===== src/verilog/xid_pkg.sv =====
package xid_pkg;

  // Opcode bytes
  localparam logic [7:0] OPC_ESCAPE = 8'h0F;
  localparam logic [7:0] OPC2_MOVE_IF_OVERFLOW = 8'h40;
  localparam logic [7:0] OPC2_MOVE_IF_NO_OVERFLOW = 8'h41;
  localparam logic [7:0] OPC2_MOVE_IF_NEGATIVE = 8'h48;
  localparam logic [7:0] OPC2_MOVE_IF_NOT_NEGATIVE = 8'h49;
  localparam logic [7:0] OPC2_MOVE_IF_PARITY = 8'h4A;
  localparam logic [7:0] OPC2_MOVE_IF_NO_PARITY = 8'h4B;
  localparam logic [7:0] OPC2_SWAP8 = 8'hC7;
  localparam logic [7:0] OPC2_IDENTIFY = 8'hA2;
  localparam logic [7:0] OPC2_SPR_READ = 8'h3C;
  localparam logic [7:0] OPC2_SPR_WRITE = 8'h3D;
  localparam logic [7:0] OPC_SEXT_PAIR = 8'h99;
  localparam logic [7:0] OPC_SEXT_ACCUM = 8'h98;
  localparam logic [7:0] OPC_ADJUST_ADD = 8'h27;
  localparam logic [7:0] OPC_ADJUST_SUB = 8'h2F;

  // Opcode patterns with low flag bits stripped
  localparam logic [5:0] PAT_COMPARE_REG = 6'h0E;
  localparam logic [6:0] PAT_COMPARE_ACC = 7'h1E;
  localparam logic [5:0] PAT_COMPARE_IMM = 6'h20;
  localparam logic [6:0] PAT_DECREMENT = 7'h7F;
  localparam logic [6:0] PAT2_SWAP = 7'h58;

  // ModRM fields
  localparam logic [1:0] MOD_REGISTER = 2'h3;
  localparam logic [2:0] EXT_COMPARE = 3'h7;
  localparam logic [2:0] EXT_DECREMENT = 3'h1;
  localparam logic [2:0] EXT_SWAP8 = 3'h1;

  // Flag vector layout, one bit per flag
  localparam int FLG_CARRY = 0;
  localparam int FLG_PARITY = 1;
  localparam int FLG_AUX = 2;
  localparam int FLG_ZERO = 3;
  localparam int FLG_SIGN = 4;
  localparam int FLG_TRAP = 5;
  localparam int FLG_INTR = 6;
  localparam int FLG_DIR = 7;
  localparam int FLG_OVERFLOW = 8;
  localparam logic [8:0] FMASK_NONE = 9'h000;
  localparam logic [8:0] FMASK_ADJUST = (9'h001 << FLG_SIGN) |
    (9'h001 << FLG_ZERO) | (9'h001 << FLG_AUX) |
    (9'h001 << FLG_PARITY) | (9'h001 << FLG_CARRY);
  localparam logic [8:0] FMASK_ARITH = FMASK_ADJUST |
    (9'h001 << FLG_OVERFLOW);
  localparam logic [8:0] FMASK_DECREMENT = FMASK_ARITH &
    ~(9'h001 << FLG_CARRY);

  // Execution clocks on a cache hit
  localparam logic [3:0] CYC_MOVE = 4'h1;
  localparam logic [3:0] CYC_COMPARE = 4'h1;
  localparam logic [3:0] CYC_SWAP = 4'h6;
  localparam logic [3:0] CYC_SWAP8 = 4'h1;
  localparam logic [3:0] CYC_IDENTIFY = 4'hC;
  localparam logic [3:0] CYC_SPR = 4'h1;
  localparam logic [3:0] CYC_SEXT_PAIR = 4'h2;
  localparam logic [3:0] CYC_SEXT_ACCUM = 4'h3;
  localparam logic [3:0] CYC_ADJUST = 4'h2;
  localparam logic [3:0] CYC_DECREMENT = 4'h1;
  localparam logic [3:0] CYC_UNSUPPORTED = 4'h1;

  // Lengths in bytes
  localparam logic [2:0] LEN_ONE = 3'h1;
  localparam logic [2:0] LEN_TWO = 3'h2;
  localparam logic [2:0] LEN_FOUR = 3'h4;
  localparam logic [2:0] LEN_NONE = 3'h0;

  typedef enum logic [4:0] {
    OP_NONE = 5'h00,
    OP_MOVE_IF_OVERFLOW = 5'h01,
    OP_MOVE_IF_NO_OVERFLOW = 5'h02,
    OP_MOVE_IF_NEGATIVE = 5'h03,
    OP_MOVE_IF_NOT_NEGATIVE = 5'h04,
    OP_MOVE_IF_PARITY = 5'h05,
    OP_MOVE_IF_NO_PARITY = 5'h06,
    OP_COMPARE_REG_REG = 5'h07,
    OP_COMPARE_REG_TO_MEM = 5'h08,
    OP_COMPARE_MEM_TO_REG = 5'h09,
    OP_COMPARE_IMM = 5'h0A,
    OP_COMPARE_IMM_ACC = 5'h0B,
    OP_COMPARE_AND_SWAP = 5'h0C,
    OP_COMPARE_AND_SWAP_EIGHT_BYTE = 5'h0D,
    OP_PROCESSOR_IDENTIFY = 5'h0E,
    OP_SPR_READ = 5'h0F,
    OP_SPR_WRITE = 5'h10,
    OP_WORD_SIGN_EXTEND_PAIR = 5'h11,
    OP_WORD_SIGN_EXTEND_ACCUM = 5'h12,
    OP_DECIMAL_ADJUST_ADD = 5'h13,
    OP_DECIMAL_ADJUST_SUB = 5'h14,
    OP_DECREMENT_ONE = 5'h15,
    OP_UNSUPPORTED = 5'h16
  } xid_op_t;

  typedef enum logic [1:0] {
    W_BYTE = 2'h0,
    W_WORD = 2'h1,
    W_DWORD = 2'h2
  } xid_width_t;

  typedef enum logic [1:0] {
    ST_IDLE = 2'h1,
    ST_EXEC = 2'h2
  } xid_state_t;

  typedef struct packed {
    xid_state_t state;
    logic [3:0] remain;
    logic ready;
    logic op_valid;
    logic done;
    xid_op_t op;
    xid_width_t width;
    logic [7:0] modrm;
    logic mem;
    logic dir;
    logic sext;
    logic [2:0] imm_len;
    logic [2:0] insn_len;
    logic [8:0] mask;
    logic [3:0] cycles;
    logic write;
    logic unsup;
  } xid_regs_t;

  localparam xid_regs_t REGS_RESET = '{
    state: ST_IDLE, remain: 4'h0, ready: 1'b1, op_valid: 1'b0,
    done: 1'b0, op: OP_NONE, width: W_BYTE, modrm: 8'h00, mem: 1'b0,
    dir: 1'b0, sext: 1'b0, imm_len: 3'h0, insn_len: 3'h0,
    mask: 9'h000, cycles: 4'h0, write: 1'b0, unsup: 1'b0};

endpackage : xid_pkg


===== src/verilog/xid_cond_eval.sv =====
`timescale 1ns/100ps
module xid_cond_eval import xid_pkg::*; (
  input wire logic [3:0] cc_i,
  input wire logic [8:0] flags_i,
  output logic hit_o
);

  always_comb begin
    unique case (cc_i)
      OPC2_MOVE_IF_OVERFLOW[3:0]: hit_o = flags_i[FLG_OVERFLOW];
      OPC2_MOVE_IF_NO_OVERFLOW[3:0]: hit_o = ~flags_i[FLG_OVERFLOW];
      OPC2_MOVE_IF_NEGATIVE[3:0]: hit_o = flags_i[FLG_SIGN];
      OPC2_MOVE_IF_NOT_NEGATIVE[3:0]: hit_o = ~flags_i[FLG_SIGN];
      OPC2_MOVE_IF_PARITY[3:0]: hit_o = flags_i[FLG_PARITY];
      OPC2_MOVE_IF_NO_PARITY[3:0]: hit_o = ~flags_i[FLG_PARITY];
      // Codes this slice does not decode never move
      default: hit_o = 1'b0;
    endcase
  end

endmodule : xid_cond_eval


===== src/verilog/xid_width_sel.sv =====
`timescale 1ns/100ps
module xid_width_sel import xid_pkg::*; (
  input wire logic w_bit_i,
  input wire logic wide_only_i,
  input wire logic opsize32_i,
  output xid_width_t width_o
);

  always_comb begin
    if (!w_bit_i && !wide_only_i) begin
      width_o = W_BYTE;
    end else if (opsize32_i) begin
      width_o = W_DWORD;
    end else begin
      width_o = W_WORD;
    end
  end

endmodule : xid_width_sel


===== src/verilog/xid_decode.sv =====
// Summary of operation
// RULE1: 0F 41 moves when overflow clear, 1 clock
// RULE2: 0F 4A moves when parity set, 1 clock
// RULE3: 0F 48/49 move on sign set/clear
// RULE4: compare register form, mod 11, 1 clock
// RULE5: compare updates six arithmetic flags only
// RULE6: compare immediate, 80-83 with reg 111
// RULE7: compare immediate with accumulator, 3C/3D
// RULE8: compare-and-swap 0F B0/B1, 6 clocks
// RULE9: eight-byte swap is 0F C7 reg 001
// RULE10: identify 0F A2, 12 clocks, no flags
// RULE11: special register read 0F 3C, 1 clock
// RULE12: special register write 0F 3D, 1 clock
// RULE13: opcode 99 pair extend, 2 clocks
// RULE14: opcode 98 accumulator extend, 3 clocks
// RULE15: opcode 27 adjust after add, 2 clocks
// RULE16: opcode 2F adjust after subtract, 2 clocks
// RULE17: FE/FF reg 001 decrement, carry kept
// RULE18: 0F 40 moves when overflow set
// RULE19: conditional move writes only when condition holds
// RULE20: w bit picks byte or full size
`timescale 1ns/100ps
module xid_decode import xid_pkg::*; (
  input wire logic clk_sys_i,
  input wire logic rst_n_i,
  input wire logic insn_valid_i,
  input wire logic [7:0] opc_byte0_i,
  input wire logic [7:0] opc_byte1_i,
  input wire logic [7:0] opc_byte2_i,
  input wire logic opsize32_i,
  input wire logic [8:0] flags_i,
  output logic insn_ready_o,
  output logic op_valid_o,
  output logic op_done_o,
  output xid_op_t op_kind_o,
  output xid_width_t op_width_o,
  output logic [7:0] modrm_o,
  output logic mem_operand_o,
  output logic dir_bit_o,
  output logic imm_sext_o,
  output logic [2:0] imm_len_o,
  output logic [2:0] insn_len_o,
  output logic [8:0] flag_update_o,
  output logic [3:0] cycles_o,
  output logic dest_write_o,
  output logic unsupported_o
);

  xid_regs_t r_reg;
  xid_regs_t r_next;

  xid_op_t d_op;
  logic d_wbit;
  logic d_wide_only;
  logic d_has_modrm;
  logic [7:0] d_modrm;
  logic d_has_imm;
  logic d_dir;
  logic d_sext;
  logic d_escape;
  logic [8:0] d_mask;
  logic [3:0] d_cyc;
  logic d_write;
  logic d_is_move;
  logic d_unsup;
  logic cond_hit;
  xid_width_t d_width;
  logic [2:0] d_imm_len;
  logic [2:0] d_insn_len;

  xid_cond_eval u_cond (
    .cc_i(opc_byte1_i[3:0]),
    .flags_i(flags_i),
    .hit_o(cond_hit)
  );

  xid_width_sel u_width (
    .w_bit_i(d_wbit),
    .wide_only_i(d_wide_only),
    .opsize32_i(opsize32_i),
    .width_o(d_width)
  );

  always_comb begin
    d_op = OP_UNSUPPORTED;
    d_wbit = 1'b0;
    d_wide_only = 1'b0;
    d_has_modrm = 1'b0;
    d_modrm = opc_byte1_i;
    d_has_imm = 1'b0;
    d_dir = 1'b0;
    d_sext = 1'b0;
    d_escape = 1'b0;
    d_mask = FMASK_NONE;
    d_cyc = CYC_UNSUPPORTED;
    d_write = 1'b0;
    d_is_move = 1'b0;
    d_unsup = 1'b1;
    if (opc_byte0_i == OPC_ESCAPE) begin
      d_escape = 1'b1;
      d_modrm = opc_byte2_i;
      if (opc_byte1_i == OPC2_MOVE_IF_NO_OVERFLOW) begin
        // RULE1: overflow-clear move
        d_op = OP_MOVE_IF_NO_OVERFLOW;
        d_is_move = 1'b1;
      end else if (opc_byte1_i == OPC2_MOVE_IF_OVERFLOW) begin
        // RULE18: overflow-set move
        d_op = OP_MOVE_IF_OVERFLOW;
        d_is_move = 1'b1;
      end else if (opc_byte1_i == OPC2_MOVE_IF_PARITY) begin
        // RULE2: parity-even move
        d_op = OP_MOVE_IF_PARITY;
        d_is_move = 1'b1;
      end else if (opc_byte1_i == OPC2_MOVE_IF_NO_PARITY) begin
        d_op = OP_MOVE_IF_NO_PARITY;
        d_is_move = 1'b1;
      end else if (opc_byte1_i == OPC2_MOVE_IF_NEGATIVE) begin
        // RULE3: sign-set move
        d_op = OP_MOVE_IF_NEGATIVE;
        d_is_move = 1'b1;
      end else if (opc_byte1_i == OPC2_MOVE_IF_NOT_NEGATIVE) begin
        // RULE3: sign-clear move
        d_op = OP_MOVE_IF_NOT_NEGATIVE;
        d_is_move = 1'b1;
      end else if (opc_byte1_i[7:1] == PAT2_SWAP) begin
        // RULE8: swap, six clocks
        d_op = OP_COMPARE_AND_SWAP;
        d_wbit = opc_byte1_i[0];
        d_has_modrm = 1'b1;
        d_mask = FMASK_ARITH;
        d_cyc = CYC_SWAP;
        d_unsup = 1'b0;
      end else if (opc_byte1_i == OPC2_SWAP8 &&
                   opc_byte2_i[5:3] == EXT_SWAP8) begin
        // RULE9: reg field extension
        d_op = OP_COMPARE_AND_SWAP_EIGHT_BYTE;
        d_wide_only = 1'b1;
        d_has_modrm = 1'b1;
        d_cyc = CYC_SWAP8;
        d_unsup = 1'b0;
      end else if (opc_byte1_i == OPC2_IDENTIFY) begin
        // RULE10: twelve clocks
        d_op = OP_PROCESSOR_IDENTIFY;
        d_wide_only = 1'b1;
        d_cyc = CYC_IDENTIFY;
        d_write = 1'b1;
        d_unsup = 1'b0;
      end else if (opc_byte1_i == OPC2_SPR_READ) begin
        // RULE11: special read
        d_op = OP_SPR_READ;
        d_wide_only = 1'b1;
        d_cyc = CYC_SPR;
        d_write = 1'b1;
        d_unsup = 1'b0;
      end else if (opc_byte1_i == OPC2_SPR_WRITE) begin
        // RULE12: special write
        d_op = OP_SPR_WRITE;
        d_wide_only = 1'b1;
        d_cyc = CYC_SPR;
        d_unsup = 1'b0;
      end
      if (d_is_move) begin
        // Moves carry no w bit: always full operand size
        d_wide_only = 1'b1;
        d_has_modrm = 1'b1;
        d_cyc = CYC_MOVE;
        d_unsup = 1'b0;
        // RULE19: write gated by condition
        d_write = cond_hit;
      end
    end else if (opc_byte0_i[7:2] == PAT_COMPARE_REG) begin
      // RULE4: register forms
      d_wbit = opc_byte0_i[0];
      d_dir = opc_byte0_i[1];
      d_has_modrm = 1'b1;
      if (opc_byte1_i[7:6] == MOD_REGISTER) begin
        d_op = OP_COMPARE_REG_REG;
      end else if (opc_byte0_i[1]) begin
        d_op = OP_COMPARE_REG_TO_MEM;
      end else begin
        d_op = OP_COMPARE_MEM_TO_REG;
      end
      // RULE5: six arithmetic flags
      d_mask = FMASK_ARITH;
      d_cyc = CYC_COMPARE;
      d_unsup = 1'b0;
    end else if (opc_byte0_i[7:1] == PAT_COMPARE_ACC) begin
      // RULE7: accumulator immediate
      d_op = OP_COMPARE_IMM_ACC;
      d_wbit = opc_byte0_i[0];
      d_has_imm = 1'b1;
      d_mask = FMASK_ARITH;
      d_cyc = CYC_COMPARE;
      d_unsup = 1'b0;
    end else if (opc_byte0_i[7:2] == PAT_COMPARE_IMM &&
                 opc_byte1_i[5:3] == EXT_COMPARE) begin
      // RULE6: immediate with reg 111
      d_op = OP_COMPARE_IMM;
      d_wbit = opc_byte0_i[0];
      d_sext = opc_byte0_i[1];
      d_has_modrm = 1'b1;
      d_has_imm = 1'b1;
      d_mask = FMASK_ARITH;
      d_cyc = CYC_COMPARE;
      d_unsup = 1'b0;
    end else if (opc_byte0_i[7:1] == PAT_DECREMENT &&
                 opc_byte1_i[5:3] == EXT_DECREMENT) begin
      // RULE17: carry preserved
      d_op = OP_DECREMENT_ONE;
      d_wbit = opc_byte0_i[0];
      d_has_modrm = 1'b1;
      d_mask = FMASK_DECREMENT;
      d_cyc = CYC_DECREMENT;
      d_write = 1'b1;
      d_unsup = 1'b0;
    end else if (opc_byte0_i == OPC_SEXT_PAIR) begin
      // RULE13: two clocks
      d_op = OP_WORD_SIGN_EXTEND_PAIR;
      d_wide_only = 1'b1;
      d_cyc = CYC_SEXT_PAIR;
      d_write = 1'b1;
      d_unsup = 1'b0;
    end else if (opc_byte0_i == OPC_SEXT_ACCUM) begin
      // RULE14: three clocks
      d_op = OP_WORD_SIGN_EXTEND_ACCUM;
      d_wide_only = 1'b1;
      d_cyc = CYC_SEXT_ACCUM;
      d_write = 1'b1;
      d_unsup = 1'b0;
    end else if (opc_byte0_i == OPC_ADJUST_ADD) begin
      // RULE15: adjust after add
      d_op = OP_DECIMAL_ADJUST_ADD;
      d_mask = FMASK_ADJUST;
      d_cyc = CYC_ADJUST;
      d_write = 1'b1;
      d_unsup = 1'b0;
    end else if (opc_byte0_i == OPC_ADJUST_SUB) begin
      // RULE16: adjust after subtract
      d_op = OP_DECIMAL_ADJUST_SUB;
      d_mask = FMASK_ADJUST;
      d_cyc = CYC_ADJUST;
      d_write = 1'b1;
      d_unsup = 1'b0;
    end
  end

  // Immediate size; displacement and SIB bytes are not counted here
  always_comb begin
    d_imm_len = LEN_NONE;
    if (d_has_imm) begin
      // RULE20: byte immediate when w clear
      if (!d_wbit || d_sext) begin
        d_imm_len = LEN_ONE;
      end else if (d_width == W_DWORD) begin
        d_imm_len = LEN_FOUR;
      end else begin
        d_imm_len = LEN_TWO;
      end
    end
    d_insn_len = LEN_ONE + {2'h0, d_escape} + {2'h0, d_has_modrm} +
      d_imm_len;
  end

  always_comb begin
    r_next = r_reg;
    r_next.op_valid = 1'b0;
    r_next.done = 1'b0;
    unique case (r_reg.state)
      ST_IDLE: begin
        if (insn_valid_i) begin
          r_next.state = ST_EXEC;
          r_next.ready = 1'b0;
          r_next.op_valid = 1'b1;
          r_next.remain = d_cyc;
          r_next.cycles = d_cyc;
          r_next.op = d_op;
          r_next.width = d_width;
          r_next.modrm = d_has_modrm ? d_modrm : 8'h00;
          r_next.mem = d_has_modrm && (d_modrm[7:6] != MOD_REGISTER);
          r_next.dir = d_dir;
          r_next.sext = d_sext;
          r_next.imm_len = d_imm_len;
          r_next.insn_len = d_insn_len;
          r_next.mask = d_mask;
          r_next.write = d_write;
          r_next.unsup = d_unsup;
        end
      end
      ST_EXEC: begin
        // Hold off the next instruction until the clock count elapses
        if (r_reg.remain == 4'h1) begin
          r_next.state = ST_IDLE;
          r_next.ready = 1'b1;
          r_next.done = 1'b1;
        end else begin
          r_next.remain = r_reg.remain - 4'h1;
        end
      end
    endcase
  end

  always_ff @(posedge clk_sys_i or negedge rst_n_i) begin
    if (!rst_n_i) begin
      r_reg <= REGS_RESET;
    end else begin
      r_reg <= r_next;
    end
  end

  assign insn_ready_o = r_reg.ready;
  assign op_valid_o = r_reg.op_valid;
  assign op_done_o = r_reg.done;
  assign op_kind_o = r_reg.op;
  assign op_width_o = r_reg.width;
  assign modrm_o = r_reg.modrm;
  assign mem_operand_o = r_reg.mem;
  assign dir_bit_o = r_reg.dir;
  assign imm_sext_o = r_reg.sext;
  assign imm_len_o = r_reg.imm_len;
  assign insn_len_o = r_reg.insn_len;
  assign flag_update_o = r_reg.mask;
  assign cycles_o = r_reg.cycles;
  assign dest_write_o = r_reg.write;
  assign unsupported_o = r_reg.unsup;

endmodule : xid_decode


===== config.mk =====
export PLATFORM = sky130hd
export DESIGN_NAME = xid_decode
export DESIGN_NICKNAME = d
export VERILOG_FILES = /design/src/verilog/xid_pkg.sv /design/src/verilog/xid_cond_eval.sv /design/src/verilog/xid_width_sel.sv /design/src/verilog/xid_decode.sv
export SDC_FILE = /design/constraint.sdc
export NUM_CORES = 1
export LEC_CHECK = 0
export BUFFER_PORTS_ARGS = -buffer_cell sky130_fd_sc_hd__buf_4
export CAP_MARGIN = 15
export CORE_ASPECT_RATIO = 1.25
export CORE_MARGIN = 5
export CORE_UTILIZATION = 50
export CTS_CLUSTER_DIAMETER = 120
export DETAILED_ROUTE_END_ITERATION = 16
export GPL_ROUTABILITY_DRIVEN = 1
export PLACE_DENSITY = 0.74
export SETUP_SLACK_MARGIN = 0.2
export SYNTH_ARGS = -nofsm -noshare
export SYNTH_HDL_FRONTEND = slang
export SYNTH_SLANG_ARGS = --single-unit

===== constraint.sdc =====
create_clock -name clk_sys_i -period 2.32 [get_ports clk_sys_i]
set_input_delay 0.58 -clock clk_sys_i [delete_from_list [all_inputs] [get_ports clk_sys_i]]
set_output_delay 0.58 -clock clk_sys_i [all_outputs]
set_load 0.05 [all_outputs]

After elaboration in Yosys (flattened, before gate mapping)
Index checks and enable logic that the tools add are counted.
{ "totals": {"out_inout_bits": 42, "word_cells": 250, "regBits": 48, "input_bits": 37} }
{ "op_classes": {"n_reduce_logical": 12, "n_addsub": 4, "mux": 177, "eq_ne": 37, "n_bitwise": 3} }
{ "op_table": {"columns": ["cell", "n"], "rows": [
  ["$mux W1", 109],
  ["$mux W9", 12],
  ["$mux W5", 18],
  ["$mux W4", 13],
  ["$eq A8 B7 Y1 const B", 6],
  ["$eq A8 B6 Y1 const B", 4],
  ["$eq A8 B8 Y1 const B", 4],
  ["$mux W2", 12],
  ["$mux W3", 8],
  ["$mux W8", 3],
  ["$eq A4 B4 Y1 const B", 4],
  ["$eq A7 B7 Y1 const B", 2],
  ["$pmux W7 S2", 1],
  ["$eq A4 B1 Y1 const B", 2],
  ["$eq A8 B4 Y1 const B", 1],
  ["$ne A2 B2 Y1 const B", 4],
  ["$eq A7 B5 Y1 const B", 1],
  ["$eq A2 B2 Y1 const B", 3],
  ["$eq A3 B1 Y1 const B", 2],
  ["$eq A6 B4 Y1 const B", 1],
  ["$eq A6 B6 Y1 const B", 1],
  ["$pmux W1 S6", 1],
  ["$reduce_and A2 Y1", 3],
  ["$logic_and A1 B1 Y1", 5],
  ["10 further kinds", 13]
]} }

Longest topological paths before layout
Gate-level depths: netlist of the first run.
{ "logic_depth": {"depth_word": 22, "depth_mapped": 12, "mapped_depth_nobuf": 12} }

Modules after synthesis
From an unflattened synthesis of the first run, not the netlist that was laid out.
{ "unflattened": {"hier_cells": 324, "hier_area_um2": 2907.8} }
{ "by_module_without_submodules": {"columns": ["mod", "n_inst", "area_each_um2", "seq_area_each_um2", "cells_per_inst"], "rows": [
  ["xid_decode", 1, 2825.2, 1027.2, 315],
  ["xid_cond_eval", 1, 65.1, 0.0, 7],
  ["xid_width_sel", 1, 17.5, 0.0, 2]
]} }

Least setup slack after synthesis of the first run
OpenSTA, ideal clock, no wires.
{ "synth_path": {"kind": "in2reg", "start": "in opc_byte1_i[0]", "end": "reg r_reg, in the netlist insn_len_o[2]", "setup_time_ns": 0.082, "arrival_time_ns": 3.438, "path_slack_ns": -1.200, "cell_stages": 11, "n_path_buf": 1, "required_ns": 2.238, "path_cell_list": "clkbuf_2 > or4b_1 > or4_1 > nand2_1 > o32ai_2 > ha_1 > inv_1 > ha_1 > fa_1 > or4_1 > a31oi_1"} }
{ "synth_via": {"elab_chain_len": 22, "word_cells_on_any_way": 60, "classes_between": "add/sub (2); eq/ne (11); mux (42); reduce/logical (5)"} }
{ "synth_rtl": {"columns": ["item", "line_no", "rtl"], "rows": [
  ["start: declaration", "xid_decode.sv:28", "input wire logic [7:0] opc_byte1_i,"],
  ["$eq A8 B6 Y1", "xid_decode.sv:155", "end else if (opc_byte1_i == OPC2_SPR_WRITE) begin"],
  ["$mux W1", "xid_decode.sv:155", null],
  ["$mux W1", "xid_decode.sv:148", "end else if (opc_byte1_i == OPC2_SPR_READ) begin"],
  ["$mux W1", "xid_decode.sv:141", "end else if (opc_byte1_i == OPC2_IDENTIFY) begin"],
  ["$mux W1", "xid_decode.sv:133", "end else if (opc_byte1_i == OPC2_SWAP8 &&"],
  ["$mux W1", "xid_decode.sv:125", "end else if (opc_byte1_i[7:1] == PAT2_SWAP) begin"],
  ["$mux W1", "xid_decode.sv:121", "end else if (opc_byte1_i == OPC2_MOVE_IF_NOT_NEGATIVE) begin"],
  ["$mux W1", "xid_decode.sv:117", "end else if (opc_byte1_i == OPC2_MOVE_IF_NEGATIVE) begin"],
  ["(+6 left out)", null, null],
  ["$logic_not A1 Y1", "xid_width_sel.sv:10", "if (!w_bit_i && !wide_only_i) begin"],
  ["$logic_and A1 B1 Y1", "xid_width_sel.sv:10", null],
  ["$mux W2", "xid_width_sel.sv:10", null],
  ["$eq A2 B2 Y1", "xid_decode.sv:254", "end else if (d_width == W_DWORD) begin"],
  ["$mux W3", "xid_decode.sv:254", null],
  ["$mux W3", "xid_decode.sv:252", "if (!d_wbit || d_sext) begin"],
  ["$mux W3", "xid_decode.sv:250", "if (d_has_imm) begin"],
  ["$add A3 B3 Y3 *", "xid_decode.sv:260", "d_insn_len = LEN_ONE + {2'h0, d_escape} + {2'h0, d_has_modrm} +"],
  ["end signal: assignment", "xid_decode.sv:306", "r_reg <= r_next;"],
  ["end: declaration", "xid_decode.sv:49", "xid_regs_t r_reg;"]
]} }
Mark *: on every way between the ends. The rest lies on a longest branch, timed or not. The select of a mux whose other input is x is not followed.
A chain may end at the register's enable or synchronous reset.

Final worst setup path of the first run
{ "layout_path": {"start": "in opc_byte0_i[6]", "end": "reg r_reg, in the netlist insn_len_o[2]"} }
{ "layout_via": {"elab_chain_len": 16, "word_cells_on_any_way": 47, "classes_between": "add/sub (3); eq/ne (8); mux (30); reduce/logical (6)"} }
{ "layout_rtl": {"columns": ["item", "line_no", "rtl"], "rows": [
  ["start: declaration", "xid_decode.sv:27", "input wire logic [7:0] opc_byte0_i,"],
  ["$eq A8 B8 Y1", "xid_decode.sv:223", "end else if (opc_byte0_i == OPC_SEXT_ACCUM) begin"],
  ["$mux W1", "xid_decode.sv:223", null],
  ["$mux W1", "xid_decode.sv:216", "end else if (opc_byte0_i == OPC_SEXT_PAIR) begin"],
  ["$mux W1", "xid_decode.sv:206", "end else if (opc_byte0_i[7:1] == PAT_DECREMENT &&"],
  ["$mux W1", "xid_decode.sv:195", "end else if (opc_byte0_i[7:2] == PAT_COMPARE_IMM &&"],
  ["$mux W1", "xid_decode.sv:187", "end else if (opc_byte0_i[7:1] == PAT_COMPARE_ACC) begin"],
  ["$mux W1", "xid_decode.sv:171", "end else if (opc_byte0_i[7:2] == PAT_COMPARE_REG) begin"],
  ["$mux W1", "xid_decode.sv:99", "if (opc_byte0_i == OPC_ESCAPE) begin"],
  ["$logic_not A1 Y1", "xid_width_sel.sv:10", null],
  ["$logic_and A1 B1 Y1", "xid_width_sel.sv:10", null],
  ["$mux W2", "xid_width_sel.sv:10", null],
  ["$eq A2 B2 Y1", "xid_decode.sv:254", null],
  ["$mux W3", "xid_decode.sv:254", null],
  ["$mux W3", "xid_decode.sv:252", null],
  ["$mux W3", "xid_decode.sv:250", null],
  ["$add A3 B3 Y3 *", "xid_decode.sv:260", null]
]} }
Mark *: on every way between the ends. The rest lies on a longest branch, timed or not.

==> flow_summary.toml, run 1 <==
[cells_and_area]
final_util_pct = 73.47
areaGrowthSynthToFinish_pct = 43.88
final_nets = 447
largest_register_ffs = 8
layout.cells.non_filler = 470
drive_above_1_share_pct = 49.51
nFillCells = 391
antennaDiodeCount = 0

[die]
die_y_um = 93.07
core_area_um2 = 5405
floorplan.initialDensity_pct = 51.06
rows = 30
pin_count = 79
die_area_um2 = 7116
die_x_um = 76.46

[synth]
synth_common_cells = "48 x nand2_1, 40 x dfrtp_1, 34 x buf_4, 19 x o21ai_0, 17 x nor2_1"
synth.area.top_cells = "dfrtp_1 36%, buf_4 9.2%, nand2_1 6.5%"
ys_seq_area_share_pct = 37.22
synth_ff_type = "dfrtp_1"
synth_warnings = 0
synth_top_area_cell = "dfrtp_1"
avgSynthCellArea_um2 = 8.790
ys_ff_latch = 41
synth.cell_area_um2 = 2760
synth_top_cell_area_share_pct = 36.26
ys_types = 58
synth_edf_count = 0
synthArstFlopShare_pct = 100.0
syn_inst = 314
yosysMostFrequentCell = "nand2_1"

[global_routing]
track_usage_pct = 20.88
grt_pass1_wl_um = 12260
grt_overflow_total = 0
antenna_found_initial = 0
grt_max_degree = 53
grt_pass1_vias = 2569

[worst_setup_path]
crit_path_end_kind = "flop"
start_kind = "primary input"
critPathArrivalTime_ns = 3.26
crit_type = "in -> reg"
critPathLaunch = "opc_byte0_i[6]"
cp_max_fo = 5
required_ns = 2.54
r2r-start = "r_reg[43]$_DFFE_PN0P_"

[sta]
period_needed_ns = 3.047
skew_ns = 0.004579
slew_violations = 0
hold_viol_final = 0
setup_slack_ns = -0.7273
slew-limit-headroom_pct = 61.21
max_freq_mhz = 328.2
worstMarginPinSlew_ns = 0.5738
rsz0062_at_grt = "true"
setup_viol = 4
post-route-period-util_pct = 131.3

[route]
finalWirelength_um = 7830
drc = 0
drtAntennaViolNets = 0
avgRoutedWirePerCell_um = 16.66
dr.first_iter.drc_count = 157
vias_per_cell = 5.728
first_pass_iters = 4
num_vias = 2692

[power]
irDropWorstVdd_uv = 284.7
p_leak_nw = 1.870
power.density_nw_per_um2 = 704.3

[job]
cap_violations = 0

[run_status]
violations = "negative setup slack"
outcome = "complete, but fails checks"

[clocking]
clockBufferDepth = 2
hold_buffers = 0
numCtsBuffers = 5
cts_tree = "done"
cts.sink_count = 41
h-tree-depth = 2
insertion_delay_ns = 0.29
cts-root-buf = "clkbuf_8"
clk_pin_slew_ns = 0.08

[placement]
gp_congestion = 0.9019
io_buffers = 69
dp_hpwl_um = 5581
post-place-cells = 448
place_ws_ns = -1.250

[hold_path]
hold_path_class = "in -> async"
power breakdown:
part           internal (W)  leakage (nW)  switching (W)
Sequential         0.000882         0.538       0.000107
Combinational      0.000455          1.28       0.000842
Clock              0.000269        0.0542       0.000242
Total               0.00161          1.87        0.00119
stage by stage:
step	TNS [ns]	hold slack [ns]	total power, W	instance area, um^2
final	-1.248	0.2513	0.002797	3971
after CTS	-1.157	0.2720	0.002776	3791
after global routing	-1.648	0.3053	0.002952	3971
after global placement	-6.130	0.4547	0.002220	3460
after floorplan	-2.270	0.2844	0.001968	2824
after detailed placement	-6.924	0.4690	0.002251	3460
logic make-up (layout without fill, tap and decap cells):
logic type	Yosys count	in the layout	synth area share (%)
multiplexers	11	11	4.035
flip-flops	41	41	37.22
AND/OR/NAND/NOR	117	117	23.80
AO/OA/AOI/OAI	73	73	17.95
XOR/XNOR	2	2	0.6347
other	1	3	0.1359
adder cells (fa/ha/maj)	5	5	2.539
buffers and inverters	64	154	13.69
layout by cell type, fill, tap and decap left out, types with 2 or more instances in the layout:
| cell | Yosys | final |
|---|---|---|
| a31oi_1 | 4 | 4 |
| inv_2 | 0 | 2 |
| nand2_4 | 0 | 3 |
| a21oi_2 | 0 | 2 |
| nand3_1 | 7 | 4 |
| o31ai_1 | 16 | 9 |
| or4_4 | 1 | 2 |
| o31ai_2 | 0 | 6 |
| conb_1 | 1 | 3 |
| nand2_1 | 48 | 43 |
| o22a_1 | 3 | 3 |
| nor4_4 | 2 | 2 |
| nor3_1 | 8 | 7 |
| a221oi_2 | 0 | 2 |
| buf_4 | 34 | 117 |
| or2_4 | 0 | 2 |
| o21ai_1 | 1 | 5 |
| a311oi_2 | 0 | 2 |
| nand2b_1 | 4 | 4 |
| ha_1 | 4 | 2 |
| mux2i_1 | 10 | 10 |
| nand2_2 | 0 | 2 |
| o21ai_0 | 19 | 13 |
| buf_6 | 1 | 16 |
| a21oi_1 | 11 | 9 |
| nor2_2 | 0 | 2 |
| nor2b_1 | 4 | 4 |
| or4b_4 | 2 | 4 |
| nand4_1 | 2 | 2 |
| nor4b_1 | 3 | 2 |
| clkbuf_8 | 0 | 7 |
| dfrtp_1 | 40 | 40 |
| o21ai_2 | 0 | 2 |
| ha_4 | 0 | 2 |
| inv_1 | 13 | 11 |
| nand3_2 | 0 | 3 |
| nor2_1 | 17 | 14 |
| o311ai_2 | 0 | 2 |
| or2_2 | 4 | 2 |
critical path: stages:
cell     delay, ns
buf_6         0.09
or4b_4        0.55
nor4_4        0.36
a31oi_1       0.13
inv_1         0.15
nand2_4       0.08
ha_4          0.26
inv_2         0.04
ha_4          0.15
fa_2          0.32
or4_1         0.40
a31oi_1       0.16
repair_timing:
item	CTS	global route
pin swaps	23	15
gates resized for setup	44	30
endpoints found under the setup margin	21	29
setup buffers	7	7
final timing paths:
kind	end	slack [ns]	depth (start not counted)
hold / removal	modrm_o[2]$_DFFE_PN0P_	0.25	1
hold reg to reg	insn_len_o[1]$_DFFE_PN0P_	0.47	2
max in group asynchronous	r_reg[46]$_DFFE_PN1P_	1.70	1
setup / recovery	insn_len_o[2]$_DFFE_PN0P_	-0.73	12
min in group clk_sys_i	insn_len_o[1]$_DFFE_PN0P_	0.47	2
setup reg to reg	r_reg[42]$_DFFE_PN0P_	0.47	7
area by class of cell:
type / instances / area (um^2) / area share (%)
clock buffers: 7 / 96.34 / 2.426
repair buffers: 133 / 1059 / 26.65
multi-input cells: 211 / 1655 / 41.68
inverters: 13 / 48.80 / 1.229
flip-flops and latches: 41 / 1027 / 25.87
clock inverters: 1 / 5.005 / 0.1260
well taps: 64 / 80.08 / 2.016
metal layers:
metal  vias to the layer above  routed length [um]  part of all wire, %  track usage [%]
li1                       1263                   -                    -                -
met1                      1308                3008                   38            25.12
met5                         -                   0                    0                0
met3                        25                 408                  5.2            3.468
met4                         0                 224                  2.9            7.872
met2                        96                4188                   53            37.14
Power figures use the tool's default switching activity.
==> run 2: changes to the inputs <==
--- a/config.mk
+++ b/config.mk
@@ -14,6 +14,7 @@
 export DETAILED_ROUTE_END_ITERATION = 16
 export GPL_ROUTABILITY_DRIVEN = 1
 export PLACE_DENSITY = 0.74
+export REMOVE_ABC_BUFFERS = 1
 export SETUP_SLACK_MARGIN = 0.2
 export SYNTH_ARGS = -nofsm -noshare
 export SYNTH_HDL_FRONTEND = slang
==> run 2 against run 1 <==
Effect of this change: the run still ends with negative setup slack left; total power grew 0.28%; core utilization grew 1.7 points; via count grew 3.2%; critical path depth grew 2; cell area grew 2.3%; non-clock buffer count grew 9; clock power grew 3%; critical endpoint unchanged; highest routed layer unchanged.
==> flow_summary.toml, run 2 (synthesized netlist as in run 1, its figures left out) <==
[placement]
io_buffers = 69
gp_congestion = 0.8515
dp_hpwl_um = 5884

[route]
drtAntennaViolNets = 0
vias_per_cell = 5.800
num_vias = 2778
first_pass_iters = 4
avgRoutedWirePerCell_um = 18.26
dr.first_iter.drc_count = 168
finalWirelength_um = 8746
drc = 0

[cells_and_area]
final_nets = 456
antennaDiodeCount = 0
drive_above_1_share_pct = 48.92
nFillCells = 388
areaGrowthSynthToFinish_pct = 47.23
largest_register_ffs = 8
final_util_pct = 75.19
mostFrequentLayoutCells = "116 x buf_4, 44 x nand2_1, 40 x dfrtp_1"
layout.cells.most_common = "buf_4"

[sta]
setup_viol = 12
hold_viol_final = 0
setup_slack_ns = -0.7912
whs_ns = 0.2676
skew_ns = 0.003814
slew_violations = 0
setup_tns_ns = -5.704
rsz0062_at_grt = "true"
slew-limit-headroom_pct = 62.58
post-route-period-util_pct = 134.1
max_freq_mhz = 321.4
period_needed_ns = 3.111
worstMarginPinSlew_ns = 0.5575

[worst_setup_path]
cp_max_fo = 4
crit_type = "in -> reg"
start_kind = "primary input"
critPathArrivalTime_ns = 3.33
reg2reg_slack_ns = 0.37
required_ns = 2.54
crit_path_end_kind = "flop"

[power]
irDropWorstVdd_uv = 371.3
power_w = 0.002805
p_leak_nw = 1.922
power.density_nw_per_um2 = 690.2

[clocking]
hold_buffers = 0
cts.sink_count = 41
h-tree-depth = 2
cts-root-buf = "clkbuf_8"
clk_pin_slew_ns = 0.08
numCtsBuffers = 5
cts_tree = "done"
insertion_delay_ns = 0.29
clockBufferDepth = 2

[run_status]
outcome = "complete, but fails checks"
violations = "negative setup slack"

[global_routing]
grt_pass1_wl_um = 13570
track_usage_pct = 23.61
grt_pass1_vias = 2873
grt_overflow_total = 0
antenna_found_initial = 0
grt_max_degree = 42

[die]
die_area_um2 = 7116
core_area_um2 = 5405
die_x_um = 76.46
floorplan.initialDensity_pct = 51.06
pin_count = 79
rows = 30
die_y_um = 93.07

[hold_path]
hold_path_class = "in -> async"

[job]
cap_violations = 0
==> run 2: final timing paths <==
| kind | to | startpoint | depth (start not counted) |
|---|---|---|---|
| min in group clk_sys_i | flag_update_o[8]$_DFFE_PN0P_ | flag_update_o[8]$_DFFE_PN0P_ | 2 |
| hold / removal | modrm_o[4]$_DFFE_PN0P_ | rst_n_i | 1 |
| hold reg to reg | flag_update_o[8]$_DFFE_PN0P_ | flag_update_o[8]$_DFFE_PN0P_ | 2 |
| setup / recovery | insn_len_o[2]$_DFFE_PN0P_ | opc_byte0_i[4] | 14 |
| max in group asynchronous | r_reg[46]$_DFFE_PN1P_ | rst_n_i | 1 |
| setup reg to reg | r_reg[42]$_DFFE_PN0P_ | r_reg[43]$_DFFE_PN0P_ | 7 |
==> run 2: layout make-up <==
type	count	area, um^2	share of cell area [%]
timing repair buffer	142	1167	28.73
tap	64	80.08	1.970
inverter	13	48.80	1.201
sequential	41	1027	25.28
clock inverter	1	5.005	0.1232
multi-input combinational	211	1639	40.33
clock buffer	7	96.34	2.371
==> run 2: worst max-delay path, stage by stage <==
cell	delay [ns]
buf_6	0.09
and4b_2	0.27
nand4b_1	0.17
inv_2	0.12
buf_4	0.14
mux2i_1	0.27
nand3b_4	0.21
nand2_2	0.07
ha_1	0.30
inv_2	0.05
ha_4	0.15
fa_2	0.35
or4_1	0.41
a31oi_1	0.14
==> run 2: routing by layer <==
layer	track usage, %	part of all wire, %	wire length, um
met1	26.99	39	3451
met2	41.43	51	4423
met3	4.432	5.8	503
met4	12.68	4.2	367
met5	0	0	0
==> run 2: timing repair <==
action	CTS	global route
setup buffers	19	2
pin swaps	26	10
gates resized for setup	62	25
endpoints found under the setup margin	20	29
==> run 2: through the flow <==
step	std cells	worst slack, ns	cell area [um^2]
final	479	-0.7912	4064
after global routing	479	-0.8996	4064
after CTS	477	-0.7030	3908
after detailed placement	450	-1.237	3427
after global placement	450	-1.174	3427
after floorplan	265	-1.432	2439
==> run 2: report_power, final <==
| part | total (W) | switching [W] | internal (W) |
|---|---|---|---|
| clock network | 0.000525 | 0.000256 | 0.000269 |
| registers | 0.000990 | 0.000108 | 0.000882 |
| logic | 0.00129 | 0.000841 | 0.000449 |
==> run 3: changes to the inputs <==
--- a/config.mk
+++ b/config.mk
@@ -5,6 +5,7 @@
 export SDC_FILE = /design/constraint.sdc
 export NUM_CORES = 1
 export LEC_CHECK = 0
+export ABC_AREA = 1
 export BUFFER_PORTS_ARGS = -buffer_cell sky130_fd_sc_hd__buf_4
 export CAP_MARGIN = 15
 export CORE_ASPECT_RATIO = 1.25
==> run 3 against run 2 <==
Effect of this change: the flow still finishes with violations (negative setup slack); maximum frequency is 33% higher; final cell count grew 17%; sequential share of layout area rose by 0.26 points; synthesized cell count rose by 24%; combinational power is essentially flat; global-route usage decreased by 0.57 points; sequential power is 1% lower; critical path type unchanged; critical endpoint is now insn_len_o[1]$_DFFE_PN0P_.
==> flow_summary.toml, run 3 <==
[route]
drtAntennaViolNets = 0
finalWirelength_um = 8301
vias_per_cell = 5.278
dr.first_iter.drc_count = 199
avgRoutedWirePerCell_um = 14.77
first_pass_iters = 4
drc = 0
num_vias = 2966

[clocking]
clockBufferDepth = 2
cts-root-buf = "clkbuf_8"
cts.sink_count = 41
clk_pin_slew_ns = 0.08
cts_tree = "done"
numCtsBuffers = 5
insertion_delay_ns = 0.31
h-tree-depth = 2

[placement]
gp_congestion = 0.9375
dp_hpwl_um = 6011
io_buffers = 69
place_ws_ns = -0.5273

[synth]
synth_top_cell_area_share_pct = 35.04
synth_top_area_cell = "dfrtp_1"
synth.cell_area_um2 = 2856
synth_warnings = 0
avgSynthCellArea_um2 = 7.343
synth_edf_count = 0
ys_seq_area_share_pct = 35.96
synth.area.top_cells = "dfrtp_1 35%, nand2_1 13%, buf_4 9.5%"
synth_common_cells = "96 x nand2_1, 40 x dfrtp_1, 38 x inv_1, 36 x buf_4, 36 x nor2_1"
ys_types = 45
syn_inst = 389
yosysMostFrequentCell = "nand2_1"
synth_ff_type = "dfrtp_1"
ys_ff_latch = 41
synthArstFlopShare_pct = 100.0

[run_status]
outcome = "complete, but fails checks"
violations = "negative setup slack"

[worst_setup_path]
cp_max_fo = 4
critPathArrivalTime_ns = 2.59
reg2reg_slack_ns = 0.61
timing.rr.end = "r_reg[44]$_DFFE_PN0P_"
r2r-start = "r_reg[47]$_DFFE_PN0P_"
crit_path_end_kind = "flop"
crit_type = "in -> reg"
reg2reg_depth = 6
critPathMaxStageDelay_ns = 0.56
worstPathCellList = "buf_4 > buf_4 > inv_1 > nand2_1 > nor2_2 > nand3_1 > buf_4 > nand2_1 > o21ai_0 > nand3_1 > nor2_2 > o21ai_2 > inv_2 > fa_2 > nand2_2 > nand2_1"
cp_slowest_cell = "fa_2"
required_ns = 2.56
start_kind = "primary input"

[die]
pin_count = 79
die_x_um = 77.61
die_area_um2 = 7334
die_y_um = 94.51
rows = 30
floorplan.initialDensity_pct = 52.12
core_area_um2 = 5480

[cells_and_area]
drive_above_1_share_pct = 43.37
mostFrequentLayoutCells = "139 x buf_4, 86 x nand2_1, 40 x dfrtp_1"
areaGrowthSynthToFinish_pct = 40.82
antennaDiodeCount = 0
layout.cells.most_common = "buf_4"
largest_register_ffs = 8
nFillCells = 432
final_nets = 539

[global_routing]
grt_pass1_vias = 2933
grt_pass1_wl_um = 13800
use_met3_pct = 3.244
use_met2_pct = 39.97
use_met1_pct = 29.29
gr-max-usage-layer = "met2"
grt_max_degree = 43
track_usage_pct = 23.04
antenna_found_initial = 0
grt_overflow_total = 0

[sta]
skew_ns = 0.006156
post-route-period-util_pct = 101.1
worstMarginPinSlew_ns = 0.5338
hold_viol_final = 0
whs_ns = 0.2429
slew_violations = 0
max_freq_mhz = 426.2
period_needed_ns = 2.346
slew-limit-headroom_pct = 64.41
setup_viol = 2
setup_slack_ns = -0.02636
rsz0062_at_grt = "true"

[power]
irDropWorstVdd_uv = 363.4
power.density_nw_per_um2 = 714.1
p_leak_nw = 2.105

[job]
cap_violations = 0

[hold_path]
hold_path_class = "in -> async"
run 3: critical path: cells and delay by family:
family                     cells  cell delay (ns)
and+or+nand+nor                8             0.63
buffers and inverters          5             0.57
AOI/OAI and AO/OA              2             0.24
adders and majority gates      1             0.56
run 3: timing repair:
action | 4_1_cts | 5_1_grt
hold buffers | 0 | 0
setup endpoints to repair | 3 | 2
endpoints found under the hold margin | 0 | 0
setup buffers | 7 | 2
resized for setup | 24 | 29
pin swaps | 15 | 22
run 3: report_power, final:
part / leakage (nW) / internal, W / total (W) / switching [W]
Combinational: 1.50 / 0.000439 / 0.00127 / 0.000833
Sequential: 0.543 / 0.000878 / 0.000978 / 0.000100
Clock: 0.0574 / 0.000350 / 0.000622 / 0.000272
Total: 2.11 / 0.00167 / 0.00287 / 0.00120
run 3: worst max-delay path by stage:
stage / depth (start not counted) / from / to / slack [ns]
6_report: 16 / opc_byte1_i[5] / insn_len_o[1]$_DFFE_PN0P_ / -0.03
5_1_grt: 15 / opc_byte1_i[2] / insn_len_o[1]$_DFFE_PN0P_ / -0.14
4_1_cts: 15 / opc_byte1_i[3] / insn_len_o[1]$_DFFE_PN0P_ / -0.02
3_5_place_dp: 17 / opc_byte1_i[2] / insn_len_o[2]$_DFFE_PN0P_ / -0.53
3_3_place_gp: 17 / opc_byte1_i[2] / insn_len_o[2]$_DFFE_PN0P_ / -0.40
2_1_floorplan: 4 / insn_valid_i / flag_update_o[4]$_DFFE_PN0P_ / -0.20
run 3: per-stage QoR:
step           power, W  setup TNS, ns  instance area [um^2]  cells  util (%)
2_1_floorplan  0.001796         -2.593                  2565    348         -
3_3_place_gp   0.002198        -0.7910                  3643    545     66.48
3_5_place_dp   0.002229         -1.120                  3643    545     66.48
4_1_cts        0.002860       -0.03169                  3902    560     71.21
5_1_grt        0.003033        -0.2819                  4023    562     73.40
6_report       0.002872       -0.04513                  4023    562     73.40
run 3: cell families after synthesis:
family / share of synthesized area (%)
multiplexers: 0.3942
buffers and inverters: 16.43
AO/OA/AOI/OAI: 14.54
flip-flops: 35.96
adder cells (fa/ha/maj): 2.453
AND/OR/NAND/NOR: 29.79
XOR/XNOR: 0.3067
other: 0.1313
run 3: final cells by class:
| class | count | area (um^2) | area share [%] |
|---|---|---|---|
| Sequential cell | 41 | 1027 | 25.54 |
| Inverter | 45 | 172.7 | 4.292 |
| Multi-Input combinational cell | 262 | 1538 | 38.23 |
| Clock inverter | 2 | 37.54 | 0.9331 |
| Tap cell | 64 | 80.08 | 1.991 |
| Clock buffer | 6 | 82.58 | 2.053 |
| Timing Repair Buffer | 142 | 1085 | 26.97 |
run 3: metal layers:
layer / part of all wire, % / wire length (um)
met1: 40 / 3322
met3: 5.4 / 451
met5: 0 / 0
met4: 1.6 / 133
met2: 53 / 4393
